$ cat config.mk
export PLATFORM = sky130hd
export DESIGN_NAME = quad_adc_mode_control_reg
export DESIGN_NICKNAME = d
export VERILOG_FILES = /design/src/rtl/adc_ctrl_pkg.sv /design/src/rtl/quad_adc_mode_control_reg.sv
export SDC_FILE = /design/constraint.sdc
export NUM_CORES = 1
export LEC_CHECK = 0
export BUFFER_PORTS_ARGS = -buffer_cell sky130_fd_sc_hd__buf_2
export CORE_UTILIZATION = 38
export DETAILED_ROUTE_END_ITERATION = 10
export GPL_TIMING_DRIVEN = 0
export PLACE_DENSITY_LB_ADDON = 0.25
export SLEW_MARGIN = 10
export SYNTH_ARGS = -nofsm -noshare
export SYNTH_HDL_FRONTEND = slang
export SYNTH_SLANG_ARGS = --single-unit
$ cat constraint.sdc
create_clock -name clk -period 1.4 [get_ports clk]
set_clock_uncertainty 0.2 [all_clocks]
set_input_delay 0.07 -clock clk [delete_from_list [all_inputs] [get_ports clk]]
set_output_delay 0.07 -clock clk [all_outputs]
set_load 0.01 [all_outputs]
$ cat src/rtl/adc_ctrl_pkg.sv
// Constants for the converter main control register decode.
// Assumes a serial configuration port delivers whole 16-bit register writes.
package adc_ctrl_pkg;
    localparam int REG_WIDTH = 16;
    localparam int ADDR_WIDTH = 7;
    localparam logic [6:0] MAIN_CONTROL_ADDR = 7'h01;
    localparam logic [15:0] MAIN_CONTROL_RESET = 16'h0000;
    // Writable field mask: unused and must-be-zero bits are never stored
    localparam logic [15:0] MAIN_CONTROL_MASK = 16'h11BF;
    localparam int MODE_LSB = 0;
    localparam int INTERLEAVE_LSB = 2;
    localparam int CORE_COUNT = 4;
    localparam logic [3:0] CORES_RESET = 4'hF;
    localparam logic [3:0] ROUTE_RESET = 4'h1;
    localparam int PAIR_LSB = 0;
    localparam int STANDBY_LSB = 4;
    localparam int FORMAT_BIT = 7;
    localparam int BANDWIDTH_BIT = 8;
    localparam int TEST_BIT = 12;

    typedef enum logic [1:0] {
        MODE_FOUR = 2'h0,
        MODE_TWO = 2'h1,
        MODE_ONE = 2'h2,
        MODE_COMMON = 2'h3
    } interleave_t;

    typedef enum logic [1:0] {
        POWER_DOWN_CODE_NONE = 2'h0,
        POWER_DOWN_CODE_FIRST = 2'h1,
        POWER_DOWN_CODE_SECOND = 2'h2,
        POWER_DOWN_CODE_FULL = 2'h3
    } power_down_code_t;
endpackage

$ cat src/rtl/quad_adc_mode_control_reg.sv
// Main control register of a quad interleavable converter and its decode.
// Assumes the serial port front end presents an aligned write strobe, address and data in clk.
// Function
// - Mode 00: four independent cores at 1.25 GSps
// - Mode 01: paired interleave, pair chosen by bits
// - Mode 10: all cores into one input
// - Mode 11: common input, simultaneous sampling
// - Four-channel standby: AB, CD or all
// - Two-channel standby: first, second or both
// - Single-channel: any nonzero standby means full
// - Common input: any nonzero standby means full
// - Bit 8 selects nominal or full bandwidth
// - Test bit replaces samples with pattern
module quad_adc_mode_control_reg
    import adc_ctrl_pkg::*;
#(
    parameter int NUM_CORES = CORE_COUNT,
    parameter int CTRL_BITS = REG_WIDTH
) (
    input wire logic clk,
    input wire logic rstn,
    input wire logic cfg_write,
    input wire logic [ADDR_WIDTH-1:0] cfg_addr,
    input wire logic [CTRL_BITS-1:0] cfg_wdata,
    output logic [CTRL_BITS-1:0] cfg_rdata,
    output logic [1:0] interleave_select,
    output logic [1:0] input_select,
    output logic [NUM_CORES-1:0] core_active,
    output logic [NUM_CORES-1:0] input_route_a,
    output logic full_standby,
    output logic gray_output,
    output logic full_bandwidth,
    output logic test_pattern_enable,
    output logic sync_required
);
    // Half of the cores follow each standby bit in the split modes
    localparam int HALF_CORES = NUM_CORES / 2;

    // The decode below only knows the quad arrangement and one 16-bit word
    if (NUM_CORES != CORE_COUNT) begin : g_bad_cores
        $error("NUM_CORES must be four for this decode");
    end
    if (CTRL_BITS != REG_WIDTH) begin : g_bad_width
        $error("CTRL_BITS must be sixteen for this decode");
    end

    // Stored control word
    logic [CTRL_BITS-1:0] converter_main_control;
    logic [CTRL_BITS-1:0] next_control;
    logic [CTRL_BITS-1:0] next_rdata;
    logic write_hit;

    // Fields pulled from the staged word
    interleave_t mode;
    power_down_code_t power_down_code;
    logic [1:0] standby_bits;
    logic [1:0] selected_input;
    logic [1:0] route_index;

    // Per-core decisions
    logic [NUM_CORES-1:0] core_down;
    logic [NUM_CORES-1:0] core_routed;

    // Next values of the outputs
    logic [1:0] next_interleave;
    logic [1:0] next_input;
    logic [NUM_CORES-1:0] next_active;
    logic [NUM_CORES-1:0] next_route;
    logic next_full_standby;
    logic next_gray;
    logic next_bandwidth;
    logic next_test;
    logic next_sync;

    // Register write; unused bits never stored so they cannot steer anything
    always_comb begin
        write_hit = cfg_write && (cfg_addr == MAIN_CONTROL_ADDR);
        next_control = converter_main_control;
        if (write_hit) begin
            next_control = cfg_wdata & MAIN_CONTROL_MASK;
        end
        next_rdata = next_control;
    end

    always_ff @(posedge clk or negedge rstn) begin
        if (!rstn) begin
            converter_main_control <= MAIN_CONTROL_RESET;
            cfg_rdata <= MAIN_CONTROL_RESET;
        end else begin
            converter_main_control <= next_control;
            cfg_rdata <= next_rdata;
        end
    end

    // Decode the staged word so every output moves at the write edge itself
    always_comb begin
        mode = interleave_t'(next_control[INTERLEAVE_LSB +: 2]);
        power_down_code = power_down_code_t'(next_control[STANDBY_LSB +: 2]);
        standby_bits = next_control[STANDBY_LSB +: 2];
        selected_input = next_control[PAIR_LSB +: 2];
        case (mode)
            MODE_FOUR: begin
                // Bits 1:0 are ignored here
                route_index = 2'h0;
            end
            MODE_TWO: begin
                // Bit 0 picks A or B; bit 1 does not steer the route and only reaches input_select
                route_index = {1'b0, selected_input[0]};
            end
            MODE_ONE: begin
                route_index = selected_input;
            end
            MODE_COMMON: begin
                route_index = selected_input;
            end
            default: begin
                route_index = 2'h0;
            end
        endcase
    end

    // One decision per core; the split modes share the A/B and C/D halves
    for (genvar k = 0; k < NUM_CORES; k++) begin : g_core
        localparam int SIDE = (k < HALF_CORES) ? 0 : 1;
        // Interleaved single and common modes cannot run a partial set
        assign core_down[k] = (mode == MODE_FOUR || mode == MODE_TWO) ? standby_bits[SIDE]
            : (power_down_code != POWER_DOWN_CODE_NONE);
        assign core_routed[k] = (route_index == 2'(k));
    end

    // Mode and routing group
    always_comb begin
        next_interleave = mode;
        if (mode == MODE_FOUR) begin
            next_input = 2'h0;
        end else begin
            next_input = selected_input;
        end
        next_route = core_routed;
    end

    always_ff @(posedge clk or negedge rstn) begin
        if (!rstn) begin
            interleave_select <= 2'h0;
            input_select <= 2'h0;
            input_route_a <= ROUTE_RESET;
        end else begin
            interleave_select <= next_interleave;
            input_select <= next_input;
            input_route_a <= next_route;
        end
    end

    // Power group; full standby is simply every core down
    always_comb begin
        next_active = ~core_down;
        next_full_standby = &core_down;
    end

    always_ff @(posedge clk or negedge rstn) begin
        if (!rstn) begin
            core_active <= CORES_RESET;
            full_standby <= 1'b0;
        end else begin
            core_active <= next_active;
            full_standby <= next_full_standby;
        end
    end

    // Output format group
    always_comb begin
        next_gray = next_control[FORMAT_BIT];
    end

    always_ff @(posedge clk or negedge rstn) begin
        if (!rstn) begin
            gray_output <= 1'b0;
        end else begin
            gray_output <= next_gray;
        end
    end

    // Bandwidth group
    always_comb begin
        next_bandwidth = next_control[BANDWIDTH_BIT];
    end

    always_ff @(posedge clk or negedge rstn) begin
        if (!rstn) begin
            full_bandwidth <= 1'b0;
        end else begin
            full_bandwidth <= next_bandwidth;
        end
    end

    // Test group; the sync flag only tells the system, it cannot apply sync
    always_comb begin
        next_test = next_control[TEST_BIT];
        next_sync = next_control[TEST_BIT];
    end

    always_ff @(posedge clk or negedge rstn) begin
        if (!rstn) begin
            test_pattern_enable <= 1'b0;
            sync_required <= 1'b0;
        end else begin
            test_pattern_enable <= next_test;
            sync_required <= next_sync;
        end
    end
endmodule // quad_adc_mode_control_reg

==> results of run 1 <==
==> cell usage in the layout, fill, tap and decap left out <==
master and n:
mux2i_1 4, mux2_2 7, buf_2 43, maj3_1 1, dlygate4sd3_1 10, mux2_4 7, buf_4 18, nor2_1 4
nand2_4 1, buf_6 1, clkbuf_4 3, nand2_1 3, dfrtp_1 15, o21ai_0 2, a21oi_1 7, conb_1 7
o21ai_1 2, maj3_2 1, nor4b_4 2, nand3_1 2, clkbuf_8 2, dfstp_2 3, clkbuf_1 1
==> flip-flops by register name, indices dropped and copies added (netlist names) <==
| register | count |
|---|---|
| core_active | 2 |
| input_select | 2 |
| input_route_a | 4 |
| full_standby | 1 |
| interleave_select | 1 |
| converter_main_control | 8 |
==> timing repair <==
action	4_1_cts	5_1_grt
setup endpoints to repair	2	2
hold buffers	10	0
setup buffers	3	0
gates resized for setup	1	1
hold endpoints to repair	34	0
==> final timing paths <==
check                                               start                         to  depth (start not counted)
worst max register to register  converter_main_control[3]               full_standby                          3
max in group asynchronous                            rstn             core_active[1]                          2
worst max-delay path                         cfg_wdata[5]               full_standby                          4
worst min register to register  converter_main_control[8]  converter_main_control[8]                          1
worst min-delay path                                 rstn  converter_main_control[8]                          2
min in group clk                              cfg_addr[4]  converter_main_control[8]                          4
==> synth_stat cells, drive strengths merged <==
cell type  number  share of area
maj3            2          0.020
nor4b           2          0.049
nand3           2          0.010
clkbuf          2         0.0077
nor2            4          0.015
conb            1         0.0038
a21oi           7          0.036
mux2i           4          0.041
buf            16           0.13
dfrtp          15           0.38
o21ai           4          0.020
nand2           4          0.023
dfstp           3          0.080
mux2           14           0.18
==> per-stage QoR <==
| stage | power [uW] | std cells | worst slack (ns) | TNS, ns | instance area [um^2] |
|---|---|---|---|---|---|
| floorplan | 742 | 86 | -0.0244 | -0.0244 | 1020 |
| global placement | 843 | 159 | -0.0654 | -0.414 | 1270 |
| detailed placement | 850 | 159 | -0.0800 | -0.511 | 1270 |
| CTS | 1210 | 176 | 0.0157 | 0 | 1430 |
| global route | 1260 | 176 | -0.00692 | -0.00692 | 1430 |
| finish | 1190 | 176 | 0.00452 | 0 | 1430 |
==> power groups by stage <==
stage	Combinational, uW	Clock, uW	Sequential [uW]
6_report	287	321	586
5_1_grt	314	354	590
4_1_cts	287	334	585
3_5_place_dp	253	0	596
3_3_place_gp	250	0	593
2_1_floorplan	135	0	608
==> worst reg2reg max path: stages (launching register included) <==
cell	delay [ns]
dfrtp_1	0.40
clkbuf_8	0.15
maj3_2	0.28
mux2_4	0.25
==> layout make-up <==
cell class	count	area, um^2
plain buffers	18	141
clock buffers	4	36.3
fillers	195	1030
multi-input cells	50	422
flip-flops and latches	18	454
well taps	30	37.5
repair buffers	56	338
==> layer usage <==
metal  routed length, um  vias up
li1                    -      388
met2                1080       32
met4                  17        0
met5                   0        -
met1                 819      364
met3                  99        2
==> kinds of logic (layout without fill, tap and decap cells) <==
family / count (synthesis) / in the layout
flops: 18 / 18
compound gates: 11 / 11
other cells: 1 / 7
mux: 18 / 18
simple gates: 12 / 12
buf+inv: 18 / 78
fa+ha+maj: 2 / 2
==> results by stage, run 1 <==
Finish:
- The number of antenna diodes in the final layout is 0.
- The net count reported at finish is 173.
- The final core area utilization is 0.582.
- The fraction of final layout cells with drive strength greater than 1 is 0.603.
- The area growth from synthesis to final layout is 45.8%.

Synth:
- The post-synthesis share of cell area spent on full adders, half adders and majority gates is 0.0204.
- The multiplexer area fraction after synthesis is 0.225.
- The compound-cell area share of the yosys netlist is 0.0562.
- The proportion of synthesized chip area in sequential cells is 0.464.
- The synthesized netlist occupies a cell area of 980 um^2.
- The combinational family with the most area after synthesis is multiplexers.
- Yosys printed 0 warnings.
- The number of synthesized register bits is 18.
- Synthesis produced 80 cells.
- The post-synthesis average cell area is 12.2 um^2.
- The area share of and/or/nand/nor cells after synthesis is 0.0971.
- The area share of xor/xnor cells in the synthesized design is 0.
- Counting distinct cell types in the post-synthesis netlist gives 17.

Setup path:
- The number of buffers and inverters on the critical path is 2.
- For flop-to-flop paths, the worst setup slack is 0.02 ns.
- The worst setup path is of the input port to flop kind.
- The largest individual stage delay along the critical path comes from the cell dlygate4sd3_1.
- The critical path goes through dlygate4sd3_1 > buf_2 > maj3_1 > mux2_4.
- The startpoint class of the critical path is an input port.
- Broken down by cell family, the worst path's largest delay share belongs to buffers and inverters.
- In this design, the stage delay of the slowest critical-path cell is 0.56 ns.
- The required arrival time at the worst endpoint is 1.38 ns.
- The data arrival time of the critical path is 1.38 ns.
- STA classifies the critical path endpoint as a flop.
- Of all nets on the critical path, the largest fanout is 4.

Global route:
- For this run the aggregate overflow at the end of global routing stands at 0.
- Entering global routing, the biggest net connects 19 pins.
- In the global route stage, met3 resource usage came out at 0.0174.
- The met2 usage is 0.232.
- The initial antenna violation count is 0.
- The all-layer global routing usage is 0.145.
- The first global-routing pass estimated 2.88 mm of wire.
- The layer flagged by global routing as most heavily used is met2.
- The number of global-route vias before repair is 613.
- In the global route stage, met1 resource usage came out at 0.190.

STA:
- Of the available clock period, the critical path in the final layout requires 0.997.
- The final count of hold timing violations came to 0.
- Setup repair after global routing could not meet its margin everywhere.
- The peak clock frequency supported by timing is 717 MHz.
- The worst hold slack after final layout is 0.0319 ns.
- The time the final worst path needs with I/O delays and setup is 1.40 ns.
- The final-report max-slew violation count came to 0.
- Setup violations remaining at the end of the flow were counted as 0.

Floorplanning:
- The number of cell rows is 18.
- The die boundary width is 52.8 um.
- The core outline area is 2450 um^2.
- The effective utilization at floorplan is 0.399.
- The count of pins on the block boundary is 59.
- The die is 52.8 um tall.
- The floorplan step defined a die boundary enclosing 2790 um^2.

Power:
- Across the VDD grid, the largest voltage drop is 0.000442 V.
- The leakage power is 0.000832 uW.
- Dividing total power by cell area gives a power density of 836 nW/um^2.
- The switching power of the nets is 315 uW.
- Of the total power, the share spent switching nets is 0.264.
- The internal portion of the total power is 879 uW.
- Of the total power, the clock network draws 0.269.
- The share of total power dissipated in sequential elements is 0.491.
- The part of the power in combinational logic is 0.240.

Drt:
- The antenna violation net count after detailed routing is 0.
- In the routed layout, each cell is associated on average with a via count of 4.47.
- The number of DRC violations after detailed routing is 0.
- The number of search-and-repair iterations in the first detailed-routing pass is 4.
- The average wire per cell in the routed design is 11.5 um.
- Detailed routing inserted a total of 786 vias.
- The post-detailed-routing wire length is 2.02 mm.
- The DRC violation total after the first TritonRoute iteration is 22.

Run status:
- The flow ran to the end, and the final reports show no timing, DRC or antenna violations.

Flow run:
- The max-capacitance violation count is 0.

Clock network:
- The number of levels in the clock H-tree is 1.
- The clock latency on the worst-skew pair is 0.29 ns.
- In this run the clock root is driven by a clkbuf_4.
- In this run, CTS created clock tree buffers numbering 3.
- The maximum buffer depth of the clock tree is 2.
- TritonCTS built the clock tree.
- Clock-pin slew was measured on the worst setup and hold paths at 0.11 ns.
- The sink count of the clock tree is 18.

Placement:
- The total of buffers placed on input and output ports is 43.
- At the end of routability-driven placement, the weighted congestion stood at 0.730.

Worst hold path:
- The class of the tightest hold or removal check is input port to asynchronous set/reset pin.
Note: power is estimated with default switching activity, not from simulation.
==> inputs of run 2 (changes only) <==
- CORE_ASPECT_RATIO: not set -> 0.8
- REMOVE_ABC_BUFFERS: not set -> 1
==> run 2 against run 1 <==
Effect of this change: worst setup slack better by 0.033 ns; sequential share of layout area grew 3.2 points; via count decreased by 8.9%; critical endpoint unchanged; largest power group unchanged; sequential power is essentially flat; highest routed layer is now met3; largest cell class is now sequential cells; total power is 8.7% lower; core utilization fell by 4.9 points.
==> results by stage, run 2 (synthesis results as in run 1) <==
Run status:
- The run finished with clean final reports.

Clock network:
- The maximum buffer depth of the clock tree is 2.
- The clock root buffer is clkbuf_4.
- At the later pin of the worst-skew pair, clock insertion delay measures 0.29 ns.
- In this run the number of H-tree levels came out at 1.
- TritonCTS built the clock tree.
- The number of clock buffers added by TritonCTS is 3.
- The sink count of the clock tree is 18.
- Clock-pin slew was measured on the worst setup and hold paths at 0.10 ns.

Placement:
- The placed wire-length estimate after detailed placement is 1.18 mm.
- In this run the cell area measured after placement is 1140 um^2.
- The final estimated routing congestion in global placement is 0.827.
- The total of buffers placed on input and output ports is 44.
- The total placed cells including tap cells is 148.
- Prior to clock tree synthesis, the placed netlist has a worst setup slack of -0.0746 ns.

Finish:
- The largest registers in the layout are converter_main_control: 8 flops, input_route_a: 4 flops.
- The fraction of final layout cells with drive strength greater than 1 is 0.546.
- The final core area utilization is 0.533.
- Leaving out fill and tap cells, the most frequent cell in the layout is buf_2.
- In the layout the commonest cells are 43 x buf_2, 14 x dfrtp_1, 12 x dlygate4sd3_1, 8 x mux2_2.
- The number of antenna diodes is 0.
- The count of non-filler cells in the finished layout is 166.
- The number of inserted filler cells in the final layout is 235.
- In the final design database the tool counted 157 nets.
- The area growth from synthesis to final layout is 33.0%.
- The register with the most flip-flops is converter_main_control.
- The register with the most flip-flops in the layout has 8 of them.
- After routing the design area is 1300 um^2.

Drt:
- Dividing the detail-routed wire length by the instance count gives 11.0 um.
- In the routed design, unresolved DRC markers number 0.
- The number of search-and-repair iterations in the first detailed-routing pass is 4.
- The detailed router finished its first iteration with 11 violations.
- The antenna violation net count after detailed routing is 0.
- After detailed routing, the number of vias per cell comes to 4.31.
- Wires add up to 1.82 mm.
- The routed layout has 716 vias.

Setup path:
- The startpoint class of the critical path is an input port.
- For the worst setup path, the data required time is 1.39 ns.
- The worst-path cell with the longest stage delay is dlygate4sd3_1.
- The data arrival time of the critical path is 1.35 ns.
- In this design, the stage delay of the slowest critical-path cell is 0.54 ns.
- The worst setup path is captured at a flop.
- The biggest fanout along the worst timing path is 4.
- The worst setup path is of the input port to flop kind.
- The signal on the critical path passes through dlygate4sd3_1 > buf_2 > maj3_1 > mux2_2.

STA:
- The worst path needs 1.36 ns of the cycle, external delays included.
- Setup repair after global routing left no endpoint under its margin.
- After layout, the worst setup slack is 0.0378 ns.
- Setup violations remaining at the end of the flow were counted as 0.
- The post-route fraction of the period consumed by the critical path is 0.973.
- The final-report max-slew violation count is 0.
- The tightest hold path in the finished design has a slack of 0.0209 ns.
- The final count of hold timing violations is 0.
- The peak clock frequency supported by timing is 734 MHz.

Power:
- The maximum vdd drop is 0.000539 V.
- The total power divided by cell area is 837 nW/um^2.
- The leakage power is 0.000736 uW.

Global route:
- The initial antenna violation count is 0.
- For this run, the total global-route usage over all layers was measured as 0.141.
- The number of global-route vias before repair is 610.
- The first global-routing pass estimated 2.80 mm of wire.
- Entering global routing, the biggest net connects 19 pins.
- Global routing finished with a remaining overflow of 0.

Floorplanning:
- In this run the core area contains 16 standard-cell rows.
- The effective utilization at floorplan is 0.401.
- The floorplan step defined a die boundary enclosing 2790 um^2.
- From left edge to right edge, the die measures 58.8 um.
- Pin placement for this block handled 59 I/O pins.
- The overall die height is 47.4 um.
- The core region is 2440 um^2.

Flow run:
- The max-capacitance violation count is 0.

Worst hold path:
- The path class of the tightest hold or removal check is input port to asynchronous set/reset pin.
run 2: cell types whose count changed in the layout (fill, tap and decap cells not counted):
cell           previous run  this run
dfrtp_1                  15        14
buf_4                    18         3
clkbuf_8                  2         0
buf_6                     1         0
mux2_2                    7         8
dlygate4sd3_1            10        12
mux2_4                    7         6
dfrtp_2                   0         1
run 2: final timing paths:
kind / slack [ns] / end / start / cells after the start
max: 0.04 / full_standby / cfg_wdata[5] / 4
min: 0.02 / full_standby / rstn / 2
max reg2reg: 0.07 / full_standby / converter_main_control[3] / 2
min reg2reg: 0.33 / converter_main_control[8] / converter_main_control[8] / 1
max in group asynchronous: 0.65 / core_active[2] / rstn / 2
min in group clk: 0.02 / core_active[2] / cfg_wdata[3] / 3
run 2: per-layer routing:
layer | part of all wire | global-route usage | vias up
met1 | 0.47 | 0.185 | 321
met5 | 0 | 0 | -
met4 | 0 | 0.0286 | 0
met3 | 0.093 | 0.0568 | 0
met2 | 0.43 | 0.225 | 40
li1 | - | - | 355
run 2: repair_timing:
action,in CTS,in global routing
resized for setup,1,3
endpoints found under the hold margin,34,1
setup endpoints to repair,2,2
setup buffers,2,1
hold buffers,11,1
run 2: report_power, final:
group	internal [uW]	total, uW	switching [uW]
logic	127	241	113
clock network	111	265	154
registers	556	585	28.5
run 2: final cells by class:
type                            instances  area [um^2]  area share
Multi-Input combinational cell         50          418       0.321
Timing Repair Buffer                   58          358       0.275
Sequential cell                        18          455       0.350
Clock buffer                            4         26.3      0.0202
Tap cell                               36         45.0      0.0346
run 2: per-stage QoR:
stage / TNS (ns) / power [uW]
floorplan: -0.0649 / 691
global placement: -0.0912 / 795
detailed placement: -0.147 / 797
CTS: 0 / 1100
global route: 0 / 1160
finish: 0 / 1090
run 2: critical path, delay by kind of cell:
kind                       cells  cell delay, ns
buffers and inverters          2            0.69
adders and majority gates      1            0.32
muxes                          1            0.27
